===== config.mk =====
export PLATFORM = sky130hd
export DESIGN_NAME = gpio_pin_group_output_control
export DESIGN_NICKNAME = d
export VERILOG_FILES = /design/src/hw/gpio_event_unit.v /design/src/hw/gpio_pin_group_output_control.v /design/src/hw/gpio_pin_sync.v
export VERILOG_INCLUDE_DIRS = /design/src /design/src/hw
export SDC_FILE = /design/constraint.sdc
export NUM_CORES = 2
export LEC_CHECK = 0
export BUFFER_PORTS_ARGS = -buffer_cell sky130_fd_sc_hd__buf_4
export CORE_MARGIN = 2
export CORE_UTILIZATION = 30
export CTS_BUF_LIST = sky130_fd_sc_hd__clkbuf_8
export DETAILED_ROUTE_END_ITERATION = 8
export MAX_ROUTING_LAYER = met4
export PLACE_DENSITY = 0.44
export SETUP_SLACK_MARGIN = 0.05
export SLEW_MARGIN = 40
export SYNTH_ARGS = -nofsm -noshare
export SYNTH_HDL_FRONTEND = slang
export SYNTH_SLANG_ARGS = --single-unit

===== constraint.sdc =====
create_clock -name i_clk_sys -period 5.3 [get_ports i_clk_sys]
set_clock_uncertainty 0.2 [all_clocks]
set_input_delay 1.06 -clock i_clk_sys [delete_from_list [all_inputs] [get_ports i_clk_sys]]
set_output_delay 1.06 -clock i_clk_sys [all_outputs]
set_load 0.1 [all_outputs]

===== src/hw/gpio_pin_group_map.vh =====
`ifndef GPIO_PIN_GROUP_MAP_VH
`define GPIO_PIN_GROUP_MAP_VH

// ****************************************************************
// Geometry
// ****************************************************************
`define GPIO_PINS 32
`define GPIO_GROUPS 2
`define GPIO_EVENTS 4
`define GPIO_ADDR_W 8
`define GPIO_GROUP_BIT 7

// ****************************************************************
// Register offsets inside one group, group stride 0x80
// ****************************************************************
`define GPIO_OFF_DIR 7'h00
`define GPIO_OFF_DIR_CLR 7'h04
`define GPIO_OFF_DIR_SET 7'h08
`define GPIO_OFF_DIR_TGL 7'h0C
`define GPIO_OFF_DRV_LEVEL 7'h10
`define GPIO_OFF_DRV_CLR 7'h14
`define GPIO_OFF_DRV_SET 7'h18
`define GPIO_OFF_DRV_TGL 7'h1C
`define GPIO_OFF_IN 7'h20
`define GPIO_OFF_EVCTRL 7'h2C
`define GPIO_OFF_PMUX_EN 7'h30
`define GPIO_OFF_PULL_EN 7'h34
`define GPIO_OFF_IN_EN 7'h38

// ****************************************************************
// Access kinds of a direction or drive register quartet
// ****************************************************************
`define GPIO_KIND_WRITE 2'h0
`define GPIO_KIND_CLR 2'h1
`define GPIO_KIND_SET 2'h2
`define GPIO_KIND_TGL 2'h3

// ****************************************************************
// Event control byte: pin [4:0], action [6:5], enable [7]
// ****************************************************************
`define GPIO_EV_BYTE 8
`define GPIO_EV_PIN_LSB 0
`define GPIO_EV_PIN_W 5
`define GPIO_EV_ACT_LSB 5
`define GPIO_EV_ACT_W 2
`define GPIO_EV_EN_BIT 7
`define GPIO_EV_ACT_SET 2'h0
`define GPIO_EV_ACT_CLR 2'h1
`define GPIO_EV_ACT_TGL 2'h2

// ****************************************************************
// Reset values
// ****************************************************************
`define GPIO_RST_WORD 32'h00000000
`define GPIO_RST_GROUP 64'h0000000000000000

`endif


===== src/hw/gpio_event_unit.v =====
`timescale 1ns/1ps
`include "gpio_pin_group_map.vh"

// ****************************************************************
// Event decode for one group: four inputs to set, clear, toggle masks
// ****************************************************************
module gpio_event_unit
(
    input wire [31:0] i_evctrl,
    input wire [3:0] i_event,
    output reg [31:0] o_set,
    output reg [31:0] o_clr,
    output reg [31:0] o_tgl
);

integer e;
reg [7:0] cfg;
reg [31:0] hit;

always @*
begin
    o_set = `GPIO_RST_WORD;
    o_clr = `GPIO_RST_WORD;
    o_tgl = `GPIO_RST_WORD;
    cfg = 8'h00;
    hit = `GPIO_RST_WORD;
    for (e = 0; e < `GPIO_EVENTS; e = e + 1)
    begin
        cfg = i_evctrl[e*`GPIO_EV_BYTE +: `GPIO_EV_BYTE];
        hit = `GPIO_RST_WORD;
        if (i_event[e] && cfg[`GPIO_EV_EN_BIT])
            hit[cfg[`GPIO_EV_PIN_LSB +: `GPIO_EV_PIN_W]] = 1'b1; // RL9
        case (cfg[`GPIO_EV_ACT_LSB +: `GPIO_EV_ACT_W])
            `GPIO_EV_ACT_SET: o_set = o_set | hit; // RL10
            `GPIO_EV_ACT_CLR: o_clr = o_clr | hit; // RL10
            `GPIO_EV_ACT_TGL: o_tgl = o_tgl ^ hit; // RL10
            default: o_set = o_set;
        endcase
    end
end

endmodule // gpio_event_unit


===== src/hw/gpio_pin_group_output_control.v =====
`timescale 1ns/1ps
`include "gpio_pin_group_map.vh"

// Contract
// RL1: Pins form groups of up to 32, controlled singly or together.
// RL2: One 8, 16 or 32 bit write changes selected pins only.
// RL3: Each pin is software GPIO or handed to a peripheral.
// RL4: Output pins drive low for level bit 0, high for 1.
// RL5: Pulled inputs: level bit 0 pulls down, 1 pulls up.
// RL6: Clear register at 0x14 forces written-one level bits low.
// RL7: Clear effects show at once in level, set and toggle reads.
// RL8: Each group has its own registers, 0x80 apart from 0x00.
// RL9: Four event inputs per group can act on a pin output.
// RL10: Each event selects set, clear or toggle of its pin.
// RL11: In standby configuration registers refuse access, data ones do not.
// RL12: Software can switch off an unused pin input buffer.
// RL13: Set and toggle registers act on ones, ignore zeros.

module gpio_pin_group_output_control
(
    input wire i_clk_sys,
    input wire i_rst_n,
    input wire i_psel,
    input wire i_penable,
    input wire i_pwrite,
    input wire [7:0] i_paddr,
    input wire [31:0] i_pwdata,
    input wire [3:0] i_pstrb,
    output reg [31:0] o_prdata,
    output wire o_pready,
    output wire o_pslverr,
    input wire i_standby,
    input wire [7:0] i_event,
    input wire [63:0] i_pin_in,
    output reg [63:0] o_pin_out,
    output reg [63:0] o_pin_oe,
    output reg [63:0] o_pull_en,
    output reg [63:0] o_pull_up,
    input wire [63:0] i_periph_out,
    input wire [63:0] i_periph_oe,
    output reg [63:0] o_periph_in
);

// ****************************************************************
// Helpers
// ****************************************************************
// Byte strobes to a 32 bit lane mask
function [31:0] byte_mask;
    input [3:0] strb;
    begin
        byte_mask = {{8{strb[3]}}, {8{strb[2]}}, {8{strb[1]}}, {8{strb[0]}}};
    end
endfunction

// A quartet is one stored word and its clear, set and toggle aliases
function in_quartet;
    input [6:0] off;
    input [6:0] base;
    begin
        in_quartet = (off[6:4] == base[6:4]) && (off[1:0] == 2'h0);
    end
endfunction

// Plain write keeps the lanes whose strobe is low
function [31:0] masked_write;
    input [31:0] cur;
    input [31:0] wd;
    input [31:0] m;
    begin
        masked_write = (cur & ~m) | (wd & m);
    end
endfunction

// Write, clear, set or toggle at a quartet starting at base
function [31:0] quartet_update;
    input [31:0] cur;
    input [31:0] wd;
    input [31:0] m;
    input [6:0] off;
    input [6:0] base;
    begin
        if (!in_quartet(off, base))
            quartet_update = cur;
        else
            case (off[3:2])
                `GPIO_KIND_WRITE: quartet_update = masked_write(cur, wd, m); // RL2
                `GPIO_KIND_CLR: quartet_update = cur & ~(wd & m); // RL6
                `GPIO_KIND_SET: quartet_update = cur | (wd & m); // RL13
                `GPIO_KIND_TGL: quartet_update = cur ^ (wd & m); // RL13
                default: quartet_update = cur;
            endcase
    end
endfunction

function is_cfg;
    input [6:0] off;
    begin
        is_cfg = (off == `GPIO_OFF_EVCTRL) || (off == `GPIO_OFF_PMUX_EN) ||
                 (off == `GPIO_OFF_PULL_EN) || (off == `GPIO_OFF_IN_EN);
    end
endfunction

function is_mapped;
    input [6:0] off;
    begin
        is_mapped = is_cfg(off) || (off == `GPIO_OFF_IN) ||
                    in_quartet(off, `GPIO_OFF_DIR) || in_quartet(off, `GPIO_OFF_DRV_LEVEL);
    end
endfunction

// Slice of a two group vector picked by the group bit
function [31:0] group_word;
    input [63:0] both;
    input sel;
    begin
        if (sel)
            group_word = both[63:32];
        else
            group_word = both[31:0];
    end
endfunction

// ****************************************************************
// Register storage, one 32 bit slice per group
// ****************************************************************
reg [63:0] dir;
reg [63:0] drive_level;
reg [63:0] pmux_en;
reg [63:0] pull_enable;
reg [63:0] in_en;
reg [63:0] evctrl;
wire [63:0] pin_sync;
wire [63:0] in_value;

// ****************************************************************
// Bus decode
// ****************************************************************
wire [6:0] off = i_paddr[6:0];
wire grp = i_paddr[`GPIO_GROUP_BIT]; // RL8
wire access = i_psel & i_penable;
// Configuration is fenced off in standby; data registers remain open
wire refused = ~is_mapped(off) | (is_cfg(off) & i_standby); // RL11
wire wr_ok = access & i_pwrite & ~refused;
wire [31:0] wmask = byte_mask(i_pstrb);

// ****************************************************************
// Bus answer, no wait states
// ****************************************************************
assign o_pready = 1'b1;
assign o_pslverr = access & refused;

// ****************************************************************
// Input path
// ****************************************************************
gpio_pin_sync u_pin_sync
(
    .i_clk_sys(i_clk_sys),
    .i_rst_n(i_rst_n),
    .i_async(i_pin_in),
    .o_sync(pin_sync)
);

// Disabled input buffers read as zero
assign in_value = pin_sync & in_en; // RL12

// ****************************************************************
// Per group update
// ****************************************************************
genvar g;
generate
    for (g = 0; g < `GPIO_GROUPS; g = g + 1)
    begin : grp_gen
        wire gsel = wr_ok & (grp == g);
        wire [31:0] ev_set;
        wire [31:0] ev_clr;
        wire [31:0] ev_tgl;
        wire [31:0] cur_level = drive_level[g*32 +: 32];
        wire [31:0] sw_level;
        wire [31:0] next_level;
        wire [31:0] next_dir;

        gpio_event_unit u_event
        (
            .i_evctrl(evctrl[g*32 +: 32]),
            .i_event(i_event[g*4 +: 4]),
            .o_set(ev_set),
            .o_clr(ev_clr),
            .o_tgl(ev_tgl)
        );

        assign sw_level = gsel ? quartet_update(cur_level, i_pwdata, wmask, off, `GPIO_OFF_DRV_LEVEL) : cur_level;
        // Software access lands first, a coincident event then acts on top
        assign next_level = ((sw_level & ~ev_clr) | ev_set) ^ ev_tgl; // RL10
        assign next_dir = gsel ? quartet_update(dir[g*32 +: 32], i_pwdata, wmask, off, `GPIO_OFF_DIR)
                               : dir[g*32 +: 32];

        always @(posedge i_clk_sys or negedge i_rst_n)
        begin
            if (!i_rst_n)
            begin
                dir[g*32 +: 32] <= `GPIO_RST_WORD;
                drive_level[g*32 +: 32] <= `GPIO_RST_WORD;
                pmux_en[g*32 +: 32] <= `GPIO_RST_WORD;
                pull_enable[g*32 +: 32] <= `GPIO_RST_WORD;
                in_en[g*32 +: 32] <= `GPIO_RST_WORD;
                evctrl[g*32 +: 32] <= `GPIO_RST_WORD;
            end
            else
            begin
                dir[g*32 +: 32] <= next_dir; // RL2
                drive_level[g*32 +: 32] <= next_level; // RL6
                if (gsel && off == `GPIO_OFF_PMUX_EN)
                    pmux_en[g*32 +: 32] <= masked_write(pmux_en[g*32 +: 32], i_pwdata, wmask); // RL3
                if (gsel && off == `GPIO_OFF_PULL_EN)
                    pull_enable[g*32 +: 32] <= masked_write(pull_enable[g*32 +: 32], i_pwdata, wmask); // RL5
                if (gsel && off == `GPIO_OFF_IN_EN)
                    in_en[g*32 +: 32] <= masked_write(in_en[g*32 +: 32], i_pwdata, wmask); // RL12
                if (gsel && off == `GPIO_OFF_EVCTRL)
                    evctrl[g*32 +: 32] <= masked_write(evctrl[g*32 +: 32], i_pwdata, wmask); // RL9
            end
        end
    end
endgenerate

// ****************************************************************
// Pin drive, registered so pads see no decode glitches
// ****************************************************************
// Handed-over pins follow the peripheral, all others the registers
wire [63:0] next_pin_out = (pmux_en & i_periph_out) | (~pmux_en & drive_level); // RL4
wire [63:0] next_pin_oe = (pmux_en & i_periph_oe) | (~pmux_en & dir); // RL3
// Pulls only on pins neither driven nor handed over
wire [63:0] next_pull_en = ~pmux_en & ~dir & pull_enable; // RL5
wire [63:0] next_periph_in = pin_sync & pmux_en; // RL3

always @(posedge i_clk_sys or negedge i_rst_n)
begin
    if (!i_rst_n)
    begin
        o_pin_out <= `GPIO_RST_GROUP;
        o_pin_oe <= `GPIO_RST_GROUP;
        o_pull_en <= `GPIO_RST_GROUP;
        o_pull_up <= `GPIO_RST_GROUP;
        o_periph_in <= `GPIO_RST_GROUP;
    end
    else
    begin
        o_pin_out <= next_pin_out; // RL4
        o_pin_oe <= next_pin_oe; // RL3
        o_pull_en <= next_pull_en; // RL5
        // Level doubles as pull direction; pads ignore it while driving
        o_pull_up <= drive_level; // RL5
        o_periph_in <= next_periph_in; // RL3
    end
end

// ****************************************************************
// Read path: sampled in setup phase so data stands in access phase
// ****************************************************************
reg [31:0] next_rdata;

always @*
begin
    next_rdata = `GPIO_RST_WORD;
    // Refused and unmapped reads return zero
    if (~refused)
    begin
        if (in_quartet(off, `GPIO_OFF_DIR))
            next_rdata = group_word(dir, grp);
        // All four aliases of the level register return the live value
        else if (in_quartet(off, `GPIO_OFF_DRV_LEVEL))
            next_rdata = group_word(drive_level, grp); // RL7
        else
        begin
            case (off)
                `GPIO_OFF_IN:
                    next_rdata = group_word(in_value, grp); // RL12
                `GPIO_OFF_EVCTRL:
                    next_rdata = group_word(evctrl, grp);
                `GPIO_OFF_PMUX_EN:
                    next_rdata = group_word(pmux_en, grp);
                `GPIO_OFF_PULL_EN:
                    next_rdata = group_word(pull_enable, grp);
                `GPIO_OFF_IN_EN:
                    next_rdata = group_word(in_en, grp);
                default:
                    next_rdata = `GPIO_RST_WORD;
            endcase
        end
    end
end

// ****************************************************************
// Read data register
// ****************************************************************

always @(posedge i_clk_sys or negedge i_rst_n)
begin
    if (!i_rst_n)
        o_prdata <= `GPIO_RST_WORD;
    else if (i_psel && !i_penable && !i_pwrite)
        o_prdata <= next_rdata; // RL1
end

endmodule // gpio_pin_group_output_control


===== src/hw/gpio_pin_sync.v =====
`timescale 1ns/1ps
`include "gpio_pin_group_map.vh"

// ****************************************************************
// Two-stage synchroniser for pin levels
// ****************************************************************
module gpio_pin_sync
(
    input wire i_clk_sys,
    input wire i_rst_n,
    input wire [63:0] i_async,
    output reg [63:0] o_sync
);

reg [63:0] meta;

always @(posedge i_clk_sys or negedge i_rst_n)
begin
    if (!i_rst_n)
    begin
        meta <= `GPIO_RST_GROUP;
        o_sync <= `GPIO_RST_GROUP;
    end
    else
    begin
        meta <= i_async;
        o_sync <= meta;
    end
end

endmodule // gpio_pin_sync


==> results.py <==
metrics = {
    "finish": {
        "final_common_cell": "dfrtp_1",
        "fin_cells": 7306,
        "fin_nets": 5501,
        "drive_above_1_share_pct": 27.7,
        "final_cell_mix": "dfrtp_1 (861), buf_4 (671), mux2_2 (413), nor2_1 (401), nand2_1 (389)",
        "area_delta_synth_final_pct": 23.6,
    },
    "worst_setup_path": {
        "critPathCaptureType": "primary output",
        "max_stage_delay_ns": 0.32,
        "required_ns": 4.04,
        "crit_fanout": 64,
        "crit_arrival_ns": 2.67,
        "cp-start-kind": "primary input",
        "slowest_stage": "buf_8",
        "crit_type": "primary input to primary output",
        "crit_path_cell_trace": "buf_8 > xnor2_1 > o21ai_0 > nand3b_1 > o21a_2 > and3_1 > buf_4",
    },
    "floorplanning": {
        "design.core.area_mm2": 0.154,
        "die_w_um": 397,
        "die_area_mm2": 0.157,
        "num_rows": 144,
        "die_h_um": 397,
        "start_util_pct": 30.1,
        "ios": 604,
    },
    "logic_synthesis": {
        "synth_area_mm2": 0.0462,
        "synth_area_per_cell_um2": 10.3,
        "ys.warnings.count": 0,
        "ys_ff_latch": 864,
        "mappedNetlistNets": 4868,
        "ys_seq_area_share_pct": 46.8,
        "ys.flop_type": "dfrtp_1",
        "yosysUniqueCellTypes": 78,
        "yosys.area.top_type": "dfrtp_1",
        "synth_edf_count": 0,
        "synth.top_cell.area_share_pct": 46.8,
        "synthArstFlopShare_pct": 100,
        "syn_inst": 4490,
        "synth_area_leaders": "dfrtp_1 (47%), mux2_2 (10%), mux2i_1 (4.1%), xnor2_1 (3.9%), ha_1 (3.5%)",
    },
    "global_routing": {
        "grt_max_degree": 129,
        "overflow": 0,
        "grt_pass1_vias": 39021,
        "grt_pass1_wl_mm": 310,
        "grt_usage_pct": 28.3,
        "antenna_found_initial": 23,
    },
    "route": {
        "vias_per_cell": 5.44,
        "first_pass_iters": 6,
        "initialDrtViolationCount": 3462,
        "drc": 0,
        "routed-via-count": 39716,
        "drt-total-wl_mm": 220,
        "final_antenna_net_count": 0,
        "wl_per_cell_um": 30.2,
    },
    "sta": {
        "setup_viol": 0,
        "finalHoldViolations": 0,
        "period_minus_slack_ns": 3.93,
        "slew_viol_final": 0,
        "max_freq_mhz": 254,
        "final.setup.tns_ns": 0,
        "worstMarginPinSlew_ns": 0.971,
        "fin_ws_ns": 1.37,
        "maxSlewHeadroom_pct": 35.3,
        "fin_crit_sh_pct": 74.2,
        "rsz0062_at_grt": "no",
    },
    "clock_tree": {
        "cts_tree": "yes",
        "holdBufCountCts": 63,
        "postCtsSetupBuffers": 0,
        "cts_resized": 0,
        "clkTransAtPathRegs_ns": 0.06,
        "insertion_delay_ns": 0.95,
        "cts-htree-levels": 4,
        "clk_path_buf_depth": 3,
        "cts.sinks": 864,
        "cts-root-buf": "clkbuf_8",
        "cts_made_buffers": 159,
    },
    "power": {
        "p_per_area_mw_per_mm2": 263,
        "power_leakage_uw": 0.0252,
        "ir_worst_vdd_mv": 0.244,
    },
    "worst_hold_path": {
        "hp-class": "primary input to register",
    },
    "placement": {
        "dp_hpwl_mm": 162,
        "post-place-cells": 6943,
        "port_buffers": 602,
        "dp_slack_ns": 1.13,
        "routabilityCongestion": 0.976,
    },
    "run": {
        "maxCapViolCount": 0,
    },
    "run_status": {
        "status": "complete, no violations",
    },
}
[cells by family (layout without fill, tap and decap cells)]
kind of cell | after synthesis | in the layout | share of synthesized area (%)
and+or+nand+nor | 1283 | 1283 | 13.6
other | 1 | 16 | 0.00811
adders and majority gates | 128 | 128 | 3.47
muxes | 611 | 611 | 14.4
xor gates and xnor gates | 256 | 256 | 4.85
DFF | 864 | 864 | 46.8
AOI/OAI and AO/OA | 993 | 993 | 13.8
buffers and inverters | 354 | 1111 | 3.05
[stage by stage]
step                      instance area (um^2)  utilization [%]  hold slack [ns]  total power, uW
after floorplan                          46200                -            0.131             7700
after global placement                   53100             34.6            0.132             8440
after detailed placement                 53100             34.6            0.135             8450
after CTS                                57100             37.2        0.0000682            15200
after global routing                     57100             37.2           0.0290            15600
final                                    57100             37.2           0.0899            15000
[critical path, delay by kind of cell]
| kind | cells | cell delay [ns] |
|---|---|---|
| buf+inv | 2 | 0.62 |
| compound gates | 2 | 0.28 |
| xor+xnor | 1 | 0.19 |
| simple gates | 2 | 0.32 |
[cell usage after synthesis (all sizes together), types with 41 or more instances]
library cell and instances:
a21oi 246, a221oi 83, a22oi 49, a2bb2oi 42, a31oi 41, and2 85
buf 88, clkbuf 191, dfrtp 864, ha 128, inv 75, mux2 420
mux2i 190, nand2 395, nor2 440, nor2b 46, nor3 58, nor3b 83
o21ai 238, o221ai 56, o22ai 115, xnor2 205, xor2 51
[cell type report]
class,count,area (um^2)
Clock inverter,78,438
Clock buffer,207,2850
Fill cell,15587,96400
Tap cell,2044,2560
Sequential cell,864,21600
Timing Repair Buffer,751,5980
Multi-Input combinational cell,3272,23400
Antenna cell,15,37.5
Inverter,75,282
[routing by layer]
metal  up-vias  wire [um]  track usage (%)  part of all wire, %
li1      17470          -                -                    -
met1     20370     101000             39.4                   46
met2      1568      98000             41.9                   44
met3       308      15800             5.24                  7.2
met4         0       5570             7.65                  2.5
met5         -          0                -                    0
[power breakdown]
group / total, uW / internal [uW] / switching, uW
clock network: 6650 / 3600 / 3060
logic: 1520 / 461 / 1060
registers: 6850 / 6720 / 130
[path summary, 6_finish.rpt]
path	start	end	slack [ns]	cells past startpoint
hold / removal	i_pin_in[31]	u_pin_sync.meta[31]$_DFF_PN0_	0.09	1
setup / recovery	i_paddr[3]	o_pslverr	1.37	7
setup reg to reg	register	grp_gen[1].cur_level[25]$_DFF_PN0_	2.18	7
max in group asynchronous	i_rst_n	o_pull_up[44]$_DFF_PN0_	3.15	3
hold reg to reg	u_pin_sync.meta[59]$_DFF_PN0_	u_pin_sync.o_sync[59]$_DFF_PN0_	0.13	0
min in group asynchronous	i_rst_n	grp_gen[0].cur_level[15]$_DFF_PN0_	0.56	2
Note: power is estimated with default switching activity, not from simulation.
